<file path="config.mk">
export PLATFORM = sky130hd
export DESIGN_NAME = rtcs_top
export DESIGN_NICKNAME = d
export VERILOG_FILES = /design/src/rtcs_pkg.sv /design/src/rtcs_top.sv /design/src/rtcs_conditions.sv /design/src/rtcs_calendar.sv
export VERILOG_INCLUDE_DIRS = /design/src
export SDC_FILE = /design/constraint.sdc
export NUM_CORES = 1
export LEC_CHECK = 0
export BUFFER_PORTS_ARGS = -buffer_cell sky130_fd_sc_hd__buf_2
export CAP_MARGIN = 20
export CORE_ASPECT_RATIO = 1.25
export CORE_MARGIN = 4
export CORE_UTILIZATION = 53
export DETAILED_ROUTE_END_ITERATION = 8
export GPL_TIMING_DRIVEN = 1
export PLACE_DENSITY = 0.69
export RECOVER_POWER = 100
export SYNTH_ARGS = -nofsm -noshare
export SYNTH_HDL_FRONTEND = slang
export SYNTH_SLANG_ARGS = --single-unit
</file>
<file path="constraint.sdc">
create_clock -name CLOCK_I -period 9.79 [get_ports CLOCK_I]
set_input_delay 0 -clock CLOCK_I [delete_from_list [all_inputs] [get_ports CLOCK_I]]
set_output_delay 0 -clock CLOCK_I [all_outputs]
set_load 0.05 [all_outputs]
</file>
<file path="src/rtcs_regs.svh">
// Register offsets, field positions, reset values and timing for the serial clock slave
`ifndef RTCS_REGS_SVH
`define RTCS_REGS_SVH

// ----------------------------------------------------------------
// Bus address and byte framing
// ----------------------------------------------------------------
`define RTCS_BUS_ADDR       8'hd0
`define RTCS_BYTE_BITS      4'h8
`define RTCS_LAST_TX_BIT    4'h7

// ----------------------------------------------------------------
// Word addresses
// ----------------------------------------------------------------
`define RTCS_REG_SECONDS    3'h0
`define RTCS_REG_MINUTES    3'h1
`define RTCS_REG_HOURS      3'h2
`define RTCS_REG_DAY        3'h3
`define RTCS_REG_DATE       3'h4
`define RTCS_REG_MONTH      3'h5
`define RTCS_REG_YEAR       3'h6
`define RTCS_REG_TRIM       3'h7

// ----------------------------------------------------------------
// Field positions
// ----------------------------------------------------------------
`define RTCS_HALT_BIT       7
`define RTCS_CENT_EN_BIT    7
`define RTCS_CENT_FLAG_BIT  6
`define RTCS_TRIM_SIGN_BIT  5
`define RTCS_TRIM_MAG_MSB   4

// ----------------------------------------------------------------
// Reset values
// ----------------------------------------------------------------
`define RTCS_TIME_RESET     8'h00
`define RTCS_DAY_RESET      8'h01
`define RTCS_TRIM_RESET     8'h00

// ----------------------------------------------------------------
// Timing
// ----------------------------------------------------------------
`define RTCS_CLK_HZ         20_000_000
`define RTCS_CLK_MHZ        20
`define RTCS_SECOND_S       1
`define RTCS_REC_TIME_US    1000

`endif

</file>
<file path="src/rtcs_pkg.sv">
// Types shared by the serial clock slave modules
package rtcs_pkg;

	// ----------------------------------------------------------------
	// Bus engine states and byte kinds
	// ----------------------------------------------------------------
	typedef enum logic [2:0] {BUS_IDLE, RECV_BITS, RECV_ACK, SEND_BITS, SEND_ACK} rtcs_state_type;
	typedef enum logic [1:0] {KIND_ADDR, KIND_WORD, KIND_DATA} rtcs_kind_type;

	// ----------------------------------------------------------------
	// Line edge detector state
	// ----------------------------------------------------------------
	typedef struct packed
	{
		logic scl_q;
		logic sda_q;
	} rtcs_lines_type;

endpackage

</file>
<file path="src/rtcs_top.sv">
// Two-wire serial slave front end of the real-time clock
//
// Notes on behaviour
// RULE1: Answer only after START and address D0h
// RULE2: Eight bytes: seconds through year, then trim
// RULE3: Power failure aborts access, clears pointer
// RULE4: Writes stay blocked for recovery interval
// RULE5: Master starts only on an idle bus
// RULE6: Data changes with clock high are conditions
// RULE7: Data falling with clock high is START
// RULE8: Data rising with clock high is STOP
// RULE9: Eight data bits plus ninth acknowledge bit
// RULE10: Receiver holds data low over acknowledge
// RULE11: Released line after master withholds acknowledge
// RULE12: Byte after write address loads pointer
// RULE13: Store data, then advance on acknowledge
// RULE14: Acknowledge address, word address, every data
// RULE15: Repeated START read sends addressed byte
// RULE16: Pointer advances on acknowledge; send until STOP
// RULE17: Freeze user copy while pointer below 07h
// RULE18: Plain read starts from last pointer
// RULE19: Halt bit stops counting; clear restarts
// RULE20: Century flag toggles only when enabled
// RULE21: Day, date, month, year byte layout
// RULE22: Clock bytes singly or burst; trim alone (here a burst runs on from year into trim, then wraps to seconds)
// RULE23: Clock byte write resets divider chain
// RULE24: Trim byte holds sign and magnitude
// RULE25: Foreign address ignored until next START
`timescale 1ns/1ps
`include "rtcs_regs.svh"

module rtcs_top
	import rtcs_pkg::*;
#(
	parameter int SECOND_CYCLES = `RTCS_SECOND_S * `RTCS_CLK_HZ,
	parameter int REC_CYCLES    = `RTCS_REC_TIME_US * `RTCS_CLK_MHZ
)
(
	input  wire logic       CLOCK_I,
	input  wire logic       RST_I,
	input  wire logic       SCL_I,
	input  wire logic       SDA_I,
	output logic            SDA_O,
	output logic            SDA_OE_O,
	input  wire logic       POWER_FAIL_I,
	output logic            WRITE_LOCKED_O,
	output logic            CLOCK_FROZEN_O,
	output logic            OSC_HALTED_O,
	output logic [7:0]      TRIM_O
);

	localparam int REC_W = $clog2(REC_CYCLES + 1);

	generate
		if (REC_CYCLES < 1)
		begin : g_bad
			$error("REC_CYCLES must be at least 1");
		end
	endgenerate

	// ----------------------------------------------------------------
	// State
	// ----------------------------------------------------------------
	typedef struct packed
	{
		rtcs_state_type  state;
		rtcs_kind_type   kind;
		logic [3:0]      cnt;
		logic [7:0]      shift;
		logic [2:0]      ptr;
		logic            rw;
		logic            acked;
		logic            sda_drive;
		logic [6:0][7:0] user;
		logic [7:0]      trim;
		logic [REC_W-1:0] lockout;
		logic            frozen;
	} rtcs_top_type;

	rtcs_top_type    cur;
	rtcs_top_type    next_cur;

	logic            start;
	logic            stop;
	logic            scl_rise;
	logic            scl_fall;
	logic [6:0][7:0] cal_time;
	logic            cal_wr_en;
	logic [7:0]      cal_wr_data;
	logic            freeze;

	// ----------------------------------------------------------------
	// Helpers
	// ----------------------------------------------------------------
	// Unused bits of the clock bytes read back as zero; the trim byte reads back unmasked
	function automatic logic [7:0] field_mask(input logic [2:0] idx);
		unique case (idx)
			`RTCS_REG_DAY:   return 8'h07;
			`RTCS_REG_DATE:  return 8'h3f;
			`RTCS_REG_MONTH: return 8'h1f;
			`RTCS_REG_MINUTES: return 8'h7f;
			`RTCS_REG_SECONDS, `RTCS_REG_HOURS, `RTCS_REG_YEAR, `RTCS_REG_TRIM: return 8'hff;
		endcase
	endfunction

	function automatic logic [7:0] read_byte(input rtcs_top_type s, input logic [2:0] idx);
		if (idx == `RTCS_REG_TRIM)
			return s.trim; // see RULE22 see RULE24
		else
			return s.user[idx] & field_mask(idx); // see RULE2 see RULE21
	endfunction

	// ----------------------------------------------------------------
	// Submodules
	// ----------------------------------------------------------------
	rtcs_conditions u_conditions
	(
		.clk_i      (CLOCK_I),
		.rst_i      (RST_I),
		.scl_i      (SCL_I),
		.sda_i      (SDA_I),
		.start_o    (start),
		.stop_o     (stop),
		.scl_rise_o (scl_rise),
		.scl_fall_o (scl_fall)
	);

	rtcs_calendar #(
		.SECOND_CYCLES (SECOND_CYCLES)
	) u_calendar
	(
		.clk_i      (CLOCK_I),
		.rst_i      (RST_I),
		.wr_en_i    (cal_wr_en),
		.wr_index_i (cur.ptr),
		.wr_data_i  (cal_wr_data),
		.time_o     (cal_time)
	);

	// ----------------------------------------------------------------
	// Freeze of the user copy
	// ----------------------------------------------------------------
	// Frozen while addressed at a clock byte; STOP or pointer 07h releases it
	assign freeze = (cur.state != BUS_IDLE) && (cur.kind != KIND_ADDR)
		&& (cur.ptr != `RTCS_REG_TRIM); // see RULE17

	// ----------------------------------------------------------------
	// Bus engine
	// ----------------------------------------------------------------
	always_comb
	begin
		next_cur    = cur;
		cal_wr_en   = 1'b0;
		cal_wr_data = cur.shift;
		next_cur.frozen = freeze;
		if (!freeze)
		begin
			next_cur.user = cal_time; // see RULE17
		end

		if (POWER_FAIL_I)
		begin
			// Everything on the bus is ignored until supply returns and the recovery lockout has run out
			next_cur.state     = BUS_IDLE; // see RULE3
			next_cur.kind      = KIND_ADDR;
			next_cur.ptr       = `RTCS_REG_SECONDS;
			next_cur.sda_drive = 1'b0;
			next_cur.lockout   = REC_W'(REC_CYCLES);
		end
		else if (cur.lockout != '0)
		begin
			next_cur.state     = BUS_IDLE; // see RULE4
			next_cur.kind      = KIND_ADDR;
			next_cur.sda_drive = 1'b0;
			next_cur.lockout   = cur.lockout - REC_W'(1);
		end
		else if (start)
		begin
			// Also serves as repeated START; pointer is kept
			next_cur.state     = RECV_BITS; // see RULE1 see RULE15
			next_cur.kind      = KIND_ADDR;
			next_cur.cnt       = 4'h0;
			next_cur.sda_drive = 1'b0;
		end
		else if (stop)
		begin
			next_cur.state     = BUS_IDLE; // see RULE8
			next_cur.kind      = KIND_ADDR;
			next_cur.sda_drive = 1'b0;
		end
		else
		begin
			unique case (cur.state)
				BUS_IDLE:
				begin
					next_cur.sda_drive = 1'b0; // see RULE25
				end

				RECV_BITS:
				begin
					if (scl_rise)
					begin
						next_cur.shift = {cur.shift[6:0], SDA_I}; // see RULE9
						next_cur.cnt   = cur.cnt + 4'h1;
					end
					else if (scl_fall && cur.cnt == `RTCS_BYTE_BITS)
					begin
						next_cur.state     = RECV_ACK;
						next_cur.sda_drive = 1'b1; // see RULE14 see RULE10
						unique case (cur.kind)
							KIND_ADDR:
							begin
								if (cur.shift[7:1] != 7'(`RTCS_BUS_ADDR >> 1))
								begin
									next_cur.state     = BUS_IDLE; // see RULE25 see RULE1
									next_cur.sda_drive = 1'b0;
								end
								next_cur.rw = cur.shift[0];
							end
							KIND_WORD:
							begin
								next_cur.ptr = cur.shift[2:0]; // see RULE12
							end
							KIND_DATA:
							begin
								if (cur.ptr == `RTCS_REG_TRIM)
								begin
									next_cur.trim = cur.shift; // see RULE24
								end
								else
								begin
									cal_wr_en   = 1'b1; // see RULE13 see RULE23
									cal_wr_data = cur.shift & field_mask(cur.ptr);
								end
							end
						endcase
					end
				end

				RECV_ACK:
				begin
					if (scl_rise && cur.kind == KIND_DATA)
					begin
						next_cur.ptr = cur.ptr + 3'h1; // see RULE13
					end
					else if (scl_fall)
					begin
						next_cur.cnt       = 4'h0;
						next_cur.sda_drive = 1'b0;
						next_cur.state     = RECV_BITS;
						if (cur.kind == KIND_ADDR && cur.rw)
						begin
							// Read starts where the pointer was left
							next_cur.state     = SEND_BITS; // see RULE15 see RULE18
							next_cur.shift     = read_byte(cur, cur.ptr);
							next_cur.sda_drive = ~next_cur.shift[7];
						end
						else if (cur.kind == KIND_ADDR)
						begin
							next_cur.kind = KIND_WORD;
						end
						else
						begin
							next_cur.kind = KIND_DATA;
						end
					end
				end

				SEND_BITS:
				begin
					next_cur.kind = KIND_DATA;
					if (scl_fall)
					begin
						if (cur.cnt == `RTCS_LAST_TX_BIT)
						begin
							next_cur.state     = SEND_ACK;
							next_cur.sda_drive = 1'b0;
						end
						else
						begin
							next_cur.shift     = {cur.shift[6:0], 1'b0};
							next_cur.sda_drive = ~cur.shift[6];
							next_cur.cnt       = cur.cnt + 4'h1;
						end
					end
				end

				SEND_ACK:
				begin
					if (scl_rise)
					begin
						next_cur.acked = ~SDA_I;
						if (!SDA_I)
						begin
							next_cur.ptr = cur.ptr + 3'h1; // see RULE16
						end
					end
					else if (scl_fall)
					begin
						next_cur.cnt = 4'h0;
						if (cur.acked)
						begin
							next_cur.state     = SEND_BITS; // see RULE16
							next_cur.shift     = read_byte(cur, cur.ptr);
							next_cur.sda_drive = ~next_cur.shift[7];
						end
						else
						begin
							// Line left released so the master can STOP
							next_cur.state     = BUS_IDLE; // see RULE11
							next_cur.sda_drive = 1'b0;
						end
					end
				end
			endcase
		end
	end

	// ----------------------------------------------------------------
	// Registers
	// ----------------------------------------------------------------
	// Reset counts as power-up, so the recovery lockout runs first
	always_ff @(posedge CLOCK_I or posedge RST_I)
	begin
		if (RST_I)
		begin
			cur.state     <= BUS_IDLE;
			cur.kind      <= KIND_ADDR;
			cur.cnt       <= 4'h0;
			cur.shift     <= 8'h00;
			cur.ptr       <= `RTCS_REG_SECONDS;
			cur.rw        <= 1'b0;
			cur.acked     <= 1'b0;
			cur.sda_drive <= 1'b0;
			cur.user      <= {`RTCS_TIME_RESET, `RTCS_DAY_RESET, `RTCS_DAY_RESET, `RTCS_DAY_RESET,
				`RTCS_TIME_RESET, `RTCS_TIME_RESET, `RTCS_TIME_RESET};
			cur.trim      <= `RTCS_TRIM_RESET;
			cur.lockout   <= REC_W'(REC_CYCLES); // see RULE4
			cur.frozen    <= 1'b0;
		end
		else
		begin
			cur <= next_cur;
		end
	end

	// ----------------------------------------------------------------
	// Outputs
	// ----------------------------------------------------------------
	// Open drain: only ever pulls low
	assign SDA_O          = 1'b0;
	assign SDA_OE_O       = cur.sda_drive;
	assign WRITE_LOCKED_O = cur.lockout != '0;
	assign CLOCK_FROZEN_O = cur.frozen;
	assign OSC_HALTED_O   = cur.user[`RTCS_REG_SECONDS][`RTCS_HALT_BIT];
	assign TRIM_O         = cur.trim;

endmodule

</file>
<file path="src/rtcs_conditions.sv">
// Bus line edge and START/STOP detector
`timescale 1ns/1ps
`include "rtcs_regs.svh"

module rtcs_conditions
	import rtcs_pkg::*;
(
	input  wire logic clk_i,
	input  wire logic rst_i,
	input  wire logic scl_i,
	input  wire logic sda_i,
	output logic      start_o,
	output logic      stop_o,
	output logic      scl_rise_o,
	output logic      scl_fall_o
);

	rtcs_lines_type cur;
	rtcs_lines_type next_cur;

	// ----------------------------------------------------------------
	// Edge decode
	// ----------------------------------------------------------------
	always_comb
	begin
		next_cur.scl_q = scl_i;
		next_cur.sda_q = sda_i;
		start_o    = cur.scl_q & scl_i & cur.sda_q & ~sda_i; // see RULE7 see RULE6
		stop_o     = cur.scl_q & scl_i & ~cur.sda_q & sda_i; // see RULE8 see RULE6
		scl_rise_o = ~cur.scl_q & scl_i;
		scl_fall_o = cur.scl_q & ~scl_i;
	end

	// Idle lines are high, so reset never fakes a condition
	always_ff @(posedge clk_i or posedge rst_i)
	begin
		if (rst_i)
		begin
			cur <= '{scl_q: 1'b1, sda_q: 1'b1};
		end
		else
		begin
			cur <= next_cur;
		end
	end

endmodule

</file>
<file path="src/rtcs_calendar.sv">
// Internal BCD time and date counter chain
`timescale 1ns/1ps
`include "rtcs_regs.svh"

module rtcs_calendar
	import rtcs_pkg::*;
#(
	parameter int SECOND_CYCLES = `RTCS_SECOND_S * `RTCS_CLK_HZ
)
(
	input  wire logic            clk_i,
	input  wire logic            rst_i,
	input  wire logic            wr_en_i,
	input  wire logic [2:0]      wr_index_i,
	input  wire logic [7:0]      wr_data_i,
	output logic      [6:0][7:0] time_o
);

	localparam int DIV_W = $clog2(SECOND_CYCLES);

	generate
		if (SECOND_CYCLES < 2)
		begin : g_bad
			$error("SECOND_CYCLES must be at least 2");
		end
	endgenerate

	typedef struct packed
	{
		logic [DIV_W-1:0] div;
		logic [6:0][7:0]  tb;
	} rtcs_cal_type;

	rtcs_cal_type cur;
	rtcs_cal_type next_cur;

	// ----------------------------------------------------------------
	// BCD helpers
	// ----------------------------------------------------------------
	function automatic logic [8:0] bcd_step(input logic [7:0] v, input logic [7:0] top, input logic [7:0] low);
		if (v >= top)
			return {1'b1, low};
		else if (v[3:0] >= 4'h9)
			return {1'b0, v[7:4] + 4'h1, 4'h0};
		else
			return {1'b0, v[7:4], v[3:0] + 4'h1};
	endfunction

	function automatic logic [7:0] month_end(input logic [7:0] month, input logic [7:0] year);
		if (month == 8'h02)
			return (year[1:0] == {year[4], 1'b0}) ? 8'h29 : 8'h28;
		else if (month == 8'h04 || month == 8'h06 || month == 8'h09 || month == 8'h11)
			return 8'h30;
		else
			return 8'h31;
	endfunction

	// ----------------------------------------------------------------
	// Counting
	// ----------------------------------------------------------------
	always_comb
	begin
		logic [8:0] s;
		s = '0;
		next_cur = cur;
		if (wr_en_i)
		begin
			next_cur.tb[wr_index_i] = wr_data_i;
			next_cur.div = '0; // see RULE23
		end
		else if (!cur.tb[`RTCS_REG_SECONDS][`RTCS_HALT_BIT]) // see RULE19
		begin
			if (cur.div == DIV_W'(SECOND_CYCLES - 1))
			begin
				next_cur.div = '0;
				s = bcd_step({1'b0, cur.tb[0][6:0]}, 8'h59, 8'h00);
				next_cur.tb[0][6:0] = s[6:0];
				if (s[8])
				begin
					s = bcd_step({1'b0, cur.tb[1][6:0]}, 8'h59, 8'h00);
					next_cur.tb[1] = {1'b0, s[6:0]};
				end
				if (s[8])
				begin
					s = bcd_step({2'b00, cur.tb[2][5:0]}, 8'h23, 8'h00);
					next_cur.tb[2][5:0] = s[5:0];
				end
				if (s[8])
				begin
					s = bcd_step({5'b0, cur.tb[3][2:0]}, 8'h07, 8'h01); // see RULE21
					next_cur.tb[3] = {5'b0, s[2:0]};
					s = bcd_step(cur.tb[4], month_end(cur.tb[5], cur.tb[6]), 8'h01);
					next_cur.tb[4] = s[7:0];
				end
				if (s[8])
				begin
					s = bcd_step(cur.tb[5], 8'h12, 8'h01);
					next_cur.tb[5] = s[7:0];
				end
				if (s[8])
				begin
					s = bcd_step(cur.tb[6], 8'h99, 8'h00);
					next_cur.tb[6] = s[7:0];
				end
				if (s[8] && cur.tb[2][`RTCS_CENT_EN_BIT]) // see RULE20
				begin
					next_cur.tb[2][`RTCS_CENT_FLAG_BIT] = ~cur.tb[2][`RTCS_CENT_FLAG_BIT];
				end
			end
			else
			begin
				next_cur.div = cur.div + DIV_W'(1);
			end
		end
		time_o = cur.tb;
	end

	always_ff @(posedge clk_i or posedge rst_i)
	begin
		if (rst_i)
		begin
			cur.div <= '0;
			cur.tb  <= {`RTCS_TIME_RESET, `RTCS_DAY_RESET, `RTCS_DAY_RESET, `RTCS_DAY_RESET,
				`RTCS_TIME_RESET, `RTCS_TIME_RESET, `RTCS_TIME_RESET};
		end
		else
		begin
			cur <= next_cur;
		end
	end

endmodule

</file>
==> results of run 1 <==
==> layout by cell type (no fill, tap or decap), types with 11 or more instances in the layout <==
| master | count |
|---|---|
| nor3b_1 | 12 |
| nand4_1 | 13 |
| nand3_1 | 41 |
| o21ai_0 | 85 |
| clkbuf_1 | 18 |
| ha_1 | 44 |
| nor2_1 | 88 |
| a31oi_1 | 12 |
| inv_1 | 44 |
| nor4_1 | 22 |
| or3_1 | 12 |
| mux2i_1 | 17 |
| nor3_1 | 37 |
| nand2_1 | 103 |
| nor2b_1 | 14 |
| mux2_2 | 50 |
| o211ai_1 | 12 |
| dfstp_2 | 12 |
| clkbuf_16 | 17 |
| xnor2_1 | 24 |
| dfrtp_1 | 165 |
| xor2_1 | 11 |
| a21oi_1 | 59 |
==> final timing paths <==
kind | endpoint | depth (start not counted) | start | slack, ps
setup / recovery | u_calendar.time_o[38] | 10 | cur[84] | 3710
hold / removal | u_conditions.cur[1] | 2 | SCL_I | 300
setup reg to reg | u_calendar.time_o[38] | 10 | cur[84] | 3710
hold reg to reg | u_calendar.time_o[27] | 1 | u_calendar.time_o[27] | 480
max in group asynchronous | cur[49] | 4 | RST_I | 5710
min in group asynchronous | u_calendar.cur[69] | 3 | RST_I | 1680
==> where the power goes <==
group	switching, uW	internal (uW)	total, uW
sequential	7.05	744	751
clock	325	393	719
combinational	34.9	16.5	51.4
total	367	1150	1520
==> metrics by stage <==
stage	utilization	power [uW]	area, sq um	hold slack (ps)
finish	0.583	1520	11400	296
floorplan	-	804	10600	4.48
CTS	0.588	1530	11500	246
global route	0.583	1570	11400	298
global placement	0.555	816	10800	159
detailed placement	0.555	816	10800	160
==> cell families (layout without fill, tap and decap cells) <==
family	count (synthesis)	count (layout)	share of synthesized area
and+or+nand+nor	417	417	0.209
AOI/OAI and AO/OA	270	270	0.162
DFF	178	178	0.422
buffers and inverters	110	110	0.0433
muxes	74	74	0.0829
adders and majority gates	44	44	0.0519
xor gates and xnor gates	35	35	0.0289
other	1	1	0.000354
==> sequential cells by signal, summed over array words and instances (netlist names) <==
name               count
u_conditions.cur       2
CLOCK_FROZEN_O         1
TRIM_O                 8
cur                   86
u_calendar.cur        25
SDA_OE_O               1
u_calendar.time_o     54
OSC_HALTED_O           1
==> Yosys cell counts (9+ instances only) <==
| cell | number |
|---|---|
| nor3_1 | 36 |
| a31oi_1 | 12 |
| dfrtp_1 | 165 |
| o22ai_1 | 10 |
| o211ai_1 | 12 |
| and3_1 | 10 |
| nand2_1 | 103 |
| nor2_1 | 88 |
| ha_1 | 44 |
| a21o_1 | 9 |
| nor2b_1 | 14 |
| nand4_1 | 13 |
| or3_1 | 12 |
| mux2_2 | 50 |
| mux2i_1 | 17 |
| nand3_1 | 41 |
| nor4_1 | 17 |
| buf_4 | 11 |
| xor2_1 | 11 |
| o21ai_0 | 85 |
| inv_1 | 45 |
| dfstp_2 | 13 |
| and2_1 | 10 |
| xnor2_1 | 24 |
| nor3b_1 | 12 |
| clkbuf_1 | 48 |
| a21oi_1 | 59 |
==> what timing repair did <==
action                                  in CTS  in global routing
gates resized for setup                      0                  0
hold buffers                                 4                  0
endpoints found under the setup margin       0                  0
endpoints found under the hold margin      117                  0
==> worst register-to-register path: cells and delay by family (launching register included) <==
kind / cells / cell delay, ps
AOI/OAI and AO/OA: 1 / 830
adders and majority gates: 2 / 900
buffers and inverters: 2 / 2460
DFF: 1 / 330
muxes: 1 / 360
and+or+nand+nor: 4 / 1070
==> layout make-up <==
class                           instances  area share
Clock buffer                           18      0.0386
Clock inverter                         14      0.0148
Inverter                               45      0.0149
Multi-Input combinational cell        841       0.494
Sequential cell                       178       0.393
Tap cell                              265      0.0291
Timing Repair Buffer                   33      0.0160
==> routing by layer <==
layer	GRT usage	up-vias	routed length, microns
li1	-	4068	-
met1	0.345	4224	12100
met2	0.400	286	13200
met3	0.0361	52	1500
met4	0.0908	0	762
met5	0	-	0
==> metrics, run 1 <==
clock buffer depth=2; Via-to-Cell Ratio=6.19; Power Density=134 nW/um^2; HPWL Detailed=19.0 mm; RSZ-0062 raised after global routing=no; first-pass GRT wire length=44.6 mm; Post-synth EDFFs=0; postcts setup bufs=0; fin nets=1,165; Iteration-0 DRC Markers=715; placed cell count=1,357; number of fill cells=1,776; DR DRC count=0; CP Capture Type=flip-flop; Fmax=165 MHz; Fin Clk Skew=12.5 ps; CP startpoint kind=flip-flop; CTS H-tree depth=4; Place WS=5690 ps; Slew HR=-2.38; prevailing post-synth register cell=dfrtp_1; Slew Limit Fails=237; Synth area leaders=dfrtp_1 39%, mux2_2 5.3%, ha_1 5.2%, o21ai_0 4.0%, nand2_1 3.6%; Mean Syn Cell Area=9.39 sq um; crit-path max FO=33; Routability Congestion=0.896; run status=finished with violations; max cap viols=4; clock latency on the worst-skew pair=450 ps; Non-Filler Instances=1,394; clock slew at reported path FFs=70 ps; Cells after Synth=1,129; TritonCTS clock tree=built; via total after detailed routing=8,630; largest net degree at the start of global routing=116; antenna cells=0; critical path, cell by cell=clkbuf_1, ha_1, ha_1, nor3b_1, nand4_1, or3_1, clkbuf_1, o41ai_1, and2_0, mux2_1; HP Class=input pin to flip-flop; Largest delay share family, worst path=buffers and inverters; I/O Buffers=16; DRT Wirelength=27.6 mm; Slowest-stage cell, CP=clkbuf_1; worst vdd ir=0.115 mV; Inserted Clock Buffers=17; die area=22,400 sq um; total gr overflow=0; Seq/Total Area, Yosys=0.422; Worst EP required=10,120 ps; crit-path max cell delay=1410 ps; Root Driver=clkbuf_16; count of final setup violators=0; WL/cell=19.8 microns; Synth area leader=dfrtp_1; Tightest Pin Transition=5040 ps; Sinks on Clock Net=178; total track usage=0.249; Synth Warn #=0; synthesized area=10,600 sq um; antenna viol nets, final=0; min cycle time layout=6080 ps; Yosys reg bits=178; initial antenna violation count=0; critical path buffer and inverter count=2; Area Growth Syn to Fin=7.37%; share of layout cells above drive strength 1=0.115; Die Wd=135 microns; area of the multi-input gates=5620 sq um; drt first pass iters=7; Arrival @ worst endpoint=6400 ps; final setup TNS=0 ps; Core Box Area=19,500 sq um; WS Path Type=flip-flop to flip-flop; io pins=18; Initial Utilization=0.543; fin worst setup slack=3710 ps; row cnt=57; Leakage=0.00469 uW; die height=166 microns; violated checks=capacitance limit, slew limit; synth unique cells=85; Syn Nets=1,178; number of global-route vias before repair=8,248; register area=4470 sq um; top cell type's share of synthesized area=0.389; share of the clock period used by the worst path=0.621; ys async rst share=1.00; final hold vios=0
Note: power is estimated with default switching activity, not from simulation.
==> run 2: changes to the inputs <==
--- a/config.mk
+++ b/config.mk
@@ -13,7 +13,7 @@
 export CORE_UTILIZATION = 53
 export DETAILED_ROUTE_END_ITERATION = 8
 export GPL_TIMING_DRIVEN = 1
-export PLACE_DENSITY = 0.69
+export PLACE_DENSITY = 0.72
 export RECOVER_POWER = 100
 export SYNTH_ARGS = -nofsm -noshare
 export SYNTH_HDL_FRONTEND = slang
==> constraint.sdc (replaced) <==
create_clock -name CLOCK_I -period 5.1 [get_ports CLOCK_I]
set_input_delay 0 -clock CLOCK_I [delete_from_list [all_inputs] [get_ports CLOCK_I]]
set_output_delay 0 -clock CLOCK_I [all_outputs]
set_load 0.05 [all_outputs]
==> metrics, run 2 (same netlist as run 1, synthesis figures left out) <==
run status=finished with violations (unchanged); violated checks=capacitance limit, slew limit (unchanged); max cap viols=3 (was 4); share of layout cells above drive strength 1=0.114 (was 0.115); total gr overflow=0 (unchanged); Power Density=255 nW/um^2 (was 134 nW/um^2); antenna viol nets, final=0 (unchanged); HP Start=SCL_I (unchanged); r2r setup slk=870 ps (was 3710 ps); Largest delay share family, worst path=buffers and inverters (unchanged); HP Class=input pin to flip-flop (unchanged); R2R Path End=cur[60] (was u_calendar.time_o[38]); count of final setup violators=0 (unchanged); Root Driver=clkbuf_16 (unchanged); DRT Wirelength=26.9 mm (was 27.6 mm); Pwr Total=2910 uW (was 1520 uW); Inserted Clock Buffers=17 (unchanged); initial antenna violation count=0 (unchanged); most frequent cells in the layout=165 x dfrtp_1, 103 x nand2_1, 88 x nor2_1, 85 x o21ai_0, 59 x a21oi_1 (unchanged); Die Wd=135 microns (unchanged); min cycle time layout=4230 ps (was 6080 ps); Slew HR=-1.35 (was -2.38); final hold vios=0 (unchanged); Arrival @ worst endpoint=4530 ps (was 6400 ps); TritonCTS clock tree=built (unchanged); worst vdd ir=0.191 mV (was 0.115 mV); HPWL Detailed=18.7 mm (was 19.0 mm); Worst EP required=5410 ps (was 10,120 ps); Util after Layout=0.584 (was 0.583); most common cell after layout, fill and taps aside=dfrtp_1 (unchanged); Leakage=0.00473 uW (was 0.00469 uW); clock latency on the worst-skew pair=440 ps (was 450 ps); I/O Buffers=16 (unchanged); crit-path max FO=71 (was 33); Core Box Area=19,500 sq um (unchanged); Sinks on Clock Net=178 (unchanged); Hold Slack=315 ps (was 296 ps); crit-path max cell delay=2320 ps (was 1410 ps); final setup TNS=0 ps (unchanged); Fmax=237 MHz (was 165 MHz); end of the worst hold path=u_conditions.cur[1] (unchanged); placed cell area=10,900 sq um (was 10,800 sq um); first-pass GRT wire length=44.4 mm (was 44.6 mm); critical path buffer and inverter count=1 (was 2); Biggest register=cur (unchanged); number of fill cells=1,748 (was 1,776); clock slew at reported path FFs=70 ps (about the same); Tightest Pin Transition=3520 ps (was 5040 ps); Area Growth Syn to Fin=7.64% (was 7.37%); io pins=18 (unchanged); number of global-route vias before repair=8,543 (was 8,248); die height=166 microns (unchanged); share of the clock period used by the worst path=0.829 (was 0.621); RSZ-0062 raised after global routing=no (unchanged); drt first pass iters=5 (was 7); hold path cells=2 (unchanged); row cnt=57 (unchanged); worst r2r src=cur[83] (was cur[84]); WS Path Type=flip-flop to flip-flop (unchanged); fin nets=1,168 (was 1,165); Largest register FFs=86 (unchanged); Initial Utilization=0.543 (unchanged); clock buffer depth=2 (unchanged); critical path, cell by cell=ha_1, ha_1, a211oi_4, clkbuf_1, mux2_2 (was clkbuf_1, ha_1, ha_1, nor3b_1, nand4_1, or3_1, clkbuf_1, o41ai_1, and2_0, mux2_1); Iteration-0 DRC Markers=770 (was 715); WL/cell=19.2 microns (was 19.8 microns); Via-to-Cell Ratio=6.29 (was 6.19); CP startpoint kind=flip-flop (unchanged); antenna cells=0 (unchanged); CP Capture Type=flip-flop (unchanged); Fin Clk Skew=11.8 ps (was 12.5 ps); largest net degree at the start of global routing=93 (was 116); fin area=11,400 sq um (about the same); Slew Limit Fails=198 (was 237); Routability Congestion=0.938 (was 0.896); Worst R2R Path Depth=5 (was 10); total track usage=0.246 (was 0.249); DR DRC count=0 (unchanged); CTS H-tree depth=4 (unchanged); cell mode on critical path=ha_1; die area=22,400 sq um (unchanged); Slowest-stage cell, CP=clkbuf_1 (unchanged); via total after detailed routing=8,786 (was 8,630)
==> run 2: final cells by class <==
cell class                      count  area, sq um  share of cell area
Multi-Input combinational cell    841         5640               0.494
Sequential cell                   178         4470               0.392
Clock inverter                     15          186              0.0163
Tap cell                          265          332              0.0290
Inverter                           45          169              0.0148
Clock buffer                       17          425              0.0373
Timing Repair Buffer               36          194              0.0170
==> run 2: how the worst max path moves through the flow <==
stage | endpoint | slack (ps) | start | cells after the start
after floorplan | CLOCK_FROZEN_O | 290 | RST_I | 1
final | cur[60] | 870 | cur[83] | 5
after global routing | cur[93] | 420 | RST_I | 4
after CTS | u_calendar.time_o[52] | 1040 | u_calendar.time_o[45] | 13
after detailed placement | u_calendar.time_o[52] | 1040 | u_calendar.time_o[45] | 13
after global placement | u_calendar.time_o[53] | 1150 | u_calendar.time_o[45] | 13
==> run 2: report_power, final <==
part           switching [uW]  internal (uW)  leakage [uW]  total (uW)
registers                13.8           1430       0.00222        1440
logic                    66.1           31.7       0.00221        97.8
clock network             622            746      0.000294        1370
total                     702           2200       0.00473        2910
==> run 2: layer usage <==
| metal | share of wire | vias to the layer above | GRT usage | wire length (microns) |
|---|---|---|---|---|
| met5 | 0 | - | 0 | 0 |
| met4 | 0.035 | 0 | 0.103 | 948 |
| met3 | 0.060 | 63 | 0.0448 | 1620 |
| met2 | 0.48 | 302 | 0.393 | 12800 |
| met1 | 0.43 | 4339 | 0.329 | 11500 |
| li1 | - | 4082 | - | - |
==> run 2: timing repair <==
| action | in CTS | in global routing |
|---|---|---|
| hold endpoints to repair | 92 | 0 |
| resized for setup | 0 | 0 |
| buffers inserted | 0 | 0 |
| hold buffers | 4 | 0 |
==> run 2: per-stage QoR <==
step                instances  setup WS (ps)
detailed placement       1361           1040
global route             1397            418
finish                   1397            874
floorplan                1129            291
global placement         1361           1150
CTS                      1397           1040
==> run 3: changes to the inputs <==
--- a/config.mk
+++ b/config.mk
@@ -13,7 +13,7 @@
 export CORE_UTILIZATION = 53
 export DETAILED_ROUTE_END_ITERATION = 8
 export GPL_TIMING_DRIVEN = 1
-export PLACE_DENSITY = 0.72
+export PLACE_DENSITY = 0.69
 export RECOVER_POWER = 100
 export SYNTH_ARGS = -nofsm -noshare
 export SYNTH_HDL_FRONTEND = slang
==> constraint.sdc (replaced) <==
create_clock -name CLOCK_I -period 4.1 [get_ports CLOCK_I]
set_input_delay 0 -clock CLOCK_I [delete_from_list [all_inputs] [get_ports CLOCK_I]]
set_output_delay 0 -clock CLOCK_I [all_outputs]
set_load 0.05 [all_outputs]
==> metrics, run 3 (same netlist as run 1, synthesis figures left out) <==
RSZ-0062 raised after global routing=no (unchanged); CP startpoint kind=flip-flop (unchanged); Initial Utilization=0.543 (unchanged); die area=22,400 sq um (unchanged); HPWL Detailed=18.9 mm (was 18.7 mm); clock buffer depth=2 (unchanged); Sinks on Clock Net=178 (unchanged); Area Growth Syn to Fin=8.53% (was 7.64%); most common cell after layout, fill and taps aside=dfrtp_1 (unchanged); Worst EP required=4390 ps (was 5410 ps); drt first pass iters=5 (unchanged); Non-Filler Instances=1,409 (was 1,397); I/O Buffers=16 (unchanged); final hold vios=0 (unchanged); share of layout cells above drive strength 1=0.126 (was 0.114); Slew Limit Fails=251 (was 198); Combinational Power Share=0.034 (about the same); Slowest-stage cell, CP=nor3_2 (was clkbuf_1); Tightest Pin Transition=2500 ps (was 3520 ps); DR DRC count=0 (unchanged); Biggest register=cur (unchanged); Clock power frac=0.465 (was 0.471); Place WS=156 ps (was 1040 ps); Root Driver=clkbuf_16 (unchanged); critical path, cell by cell=ha_1, ha_1, buf_4, nor3b_1, nand4_1, nor3_2, clkbuf_1, a21boi_0, a21oi_1, o21ai_0 (was ha_1, ha_1, a211oi_4, clkbuf_1, mux2_2); Fin Clk Skew=12.6 ps (was 11.8 ps); total gr overflow=0 (unchanged); Power Density=312 nW/um^2 (was 255 nW/um^2); Fmax=257 MHz (was 237 MHz); min cycle time layout=3890 ps (was 4230 ps); via total after detailed routing=8,716 (was 8,786); Core Box Area=19,500 sq um (unchanged); postcts setup bufs=0 (unchanged); CTS H-tree depth=4 (unchanged); max cap viols=2 (was 3); fin worst setup slack=205 ps (was 874 ps); share of power burned in registers=0.500 (was 0.496); TritonCTS clock tree=built (unchanged); worst vdd ir=0.280 mV (was 0.191 mV); Inserted Clock Buffers=17 (unchanged); fin nets=1,180 (was 1,168); CP Capture Type=flip-flop (unchanged); HP Class=input pin to flip-flop (unchanged); clock latency on the worst-skew pair=440 ps (about the same); antenna viol nets, final=0 (unchanged); io pins=18 (unchanged); Die Wd=135 microns (unchanged); antenna cells=0 (unchanged); most frequent cells in the layout=165 x dfrtp_1, 103 x nand2_1, 88 x nor2_1, 85 x o21ai_0, 59 x a21oi_1 (unchanged); crit-path max FO=15 (was 71); Psw=816 uW (was 702 uW); initial antenna violation count=0 (unchanged); share of the clock period used by the worst path=0.950 (was 0.829); WL/cell=19.5 microns (was 19.2 microns); run status=finished with violations (unchanged); Via-to-Cell Ratio=6.19 (was 6.29); count of final setup violators=0 (unchanged); violated checks=capacitance limit, slew limit (unchanged); Pwr Total=3590 uW (was 2910 uW); Iteration-0 DRC Markers=536 (was 770); row cnt=57 (unchanged); final setup TNS=0 ps (unchanged); cell mode on critical path=ha_1 (unchanged); clock slew at reported path FFs=70 ps (about the same); Routability Congestion=0.883 (was 0.938); Internal Power=2770 uW (was 2200 uW); Leakage=0.00476 uW (was 0.00473 uW); crit-path max cell delay=950 ps (was 2320 ps); WS Path Type=flip-flop to flip-flop (unchanged); total track usage=0.251 (was 0.246); Largest register FFs=86 (unchanged); first-pass GRT wire length=45.0 mm (was 44.4 mm); number of global-route vias before repair=8,440 (was 8,543); die height=166 microns (unchanged); Arrival @ worst endpoint=4180 ps (was 4530 ps); sw frac=0.228 (was 0.242); largest net degree at the start of global routing=179 (was 93); DRT Wirelength=27.4 mm (was 26.9 mm); placed cell count=1,373 (was 1,361); Slew HR=-0.666 (was -1.35)
## run 3: changes by cell type in the layout (fill, tap and decap cells not counted), sizes merged
cell      before  now
clkbuf        39   46
clkinvlp       2    4
buf           10   20
clkinv         3    2
inv           53   47
## run 3: timing repair
item / 4_1_cts / 5_1_grt
hold buffers: 4 / 0
setup endpoints to repair: 0 / 3
resized for setup: 0 / 2
hold endpoints to repair: 176 / 0
## run 3: path summary, 6_finish.rpt
path,start,end,slack (ps),cells past startpoint
worst max register to register,cur[83],u_calendar.time_o[19],210,10
worst max-delay path,cur[83],u_calendar.time_o[19],210,10
worst min-delay path,SCL_I,u_conditions.cur[1],280,2
min in group asynchronous,RST_I,u_calendar.cur[71],1010,4
worst min register to register,u_calendar.time_o[29],u_calendar.time_o[29],480,1
max in group asynchronous,RST_I,cur[98],1470,4
## run 3: metrics by stage
step,instance area (sq um),hold WS [ps],utilization
after detailed placement,11000,155,0.561
final,11500,283,0.589
after global placement,11000,156,0.561
after floorplan,10600,4.48,-
after CTS,11600,246,0.594
after global routing,11500,304,0.589
## run 3: cell type report
class | instances | area [sq um]
timing repair buffer | 48 | 283
clock inverter | 10 | 123
clock buffer | 22 | 474
multi-input combinational | 841 | 5660
fill | 1788 | 8030
inverter | 45 | 173
sequential | 178 | 4470
tap | 265 | 332
## run 3: per-layer routing
layer  part of all wire  up-vias  track usage
li1                   -     4103            -
met1               0.44     4299        0.345
met2               0.48      251        0.395
met3              0.046       63       0.0412
met4              0.036        0        0.103
met5                  0        -            0
## run 3: power by group through the flow
| stage | Sequential [uW] | Clock (uW) | Combinational (uW) |
|---|---|---|---|
| CTS | 1790 | 1700 | 128 |
| finish | 1790 | 1670 | 123 |
| global route | 1800 | 1770 | 141 |
| detailed placement | 1830 | 0 | 124 |
| floorplan | 1820 | 0 | 96.3 |
| global placement | 1830 | 0 | 122 |
## run 3: critical path: cells and delay by family, from the launching register on
| kind | cells | cell delay, ps |
|---|---|---|
| and+or+nand+nor | 3 | 1530 |
| DFF | 1 | 380 |
| adders and majority gates | 2 | 400 |
| AOI/OAI and AO/OA | 3 | 730 |
| buffers and inverters | 2 | 700 |
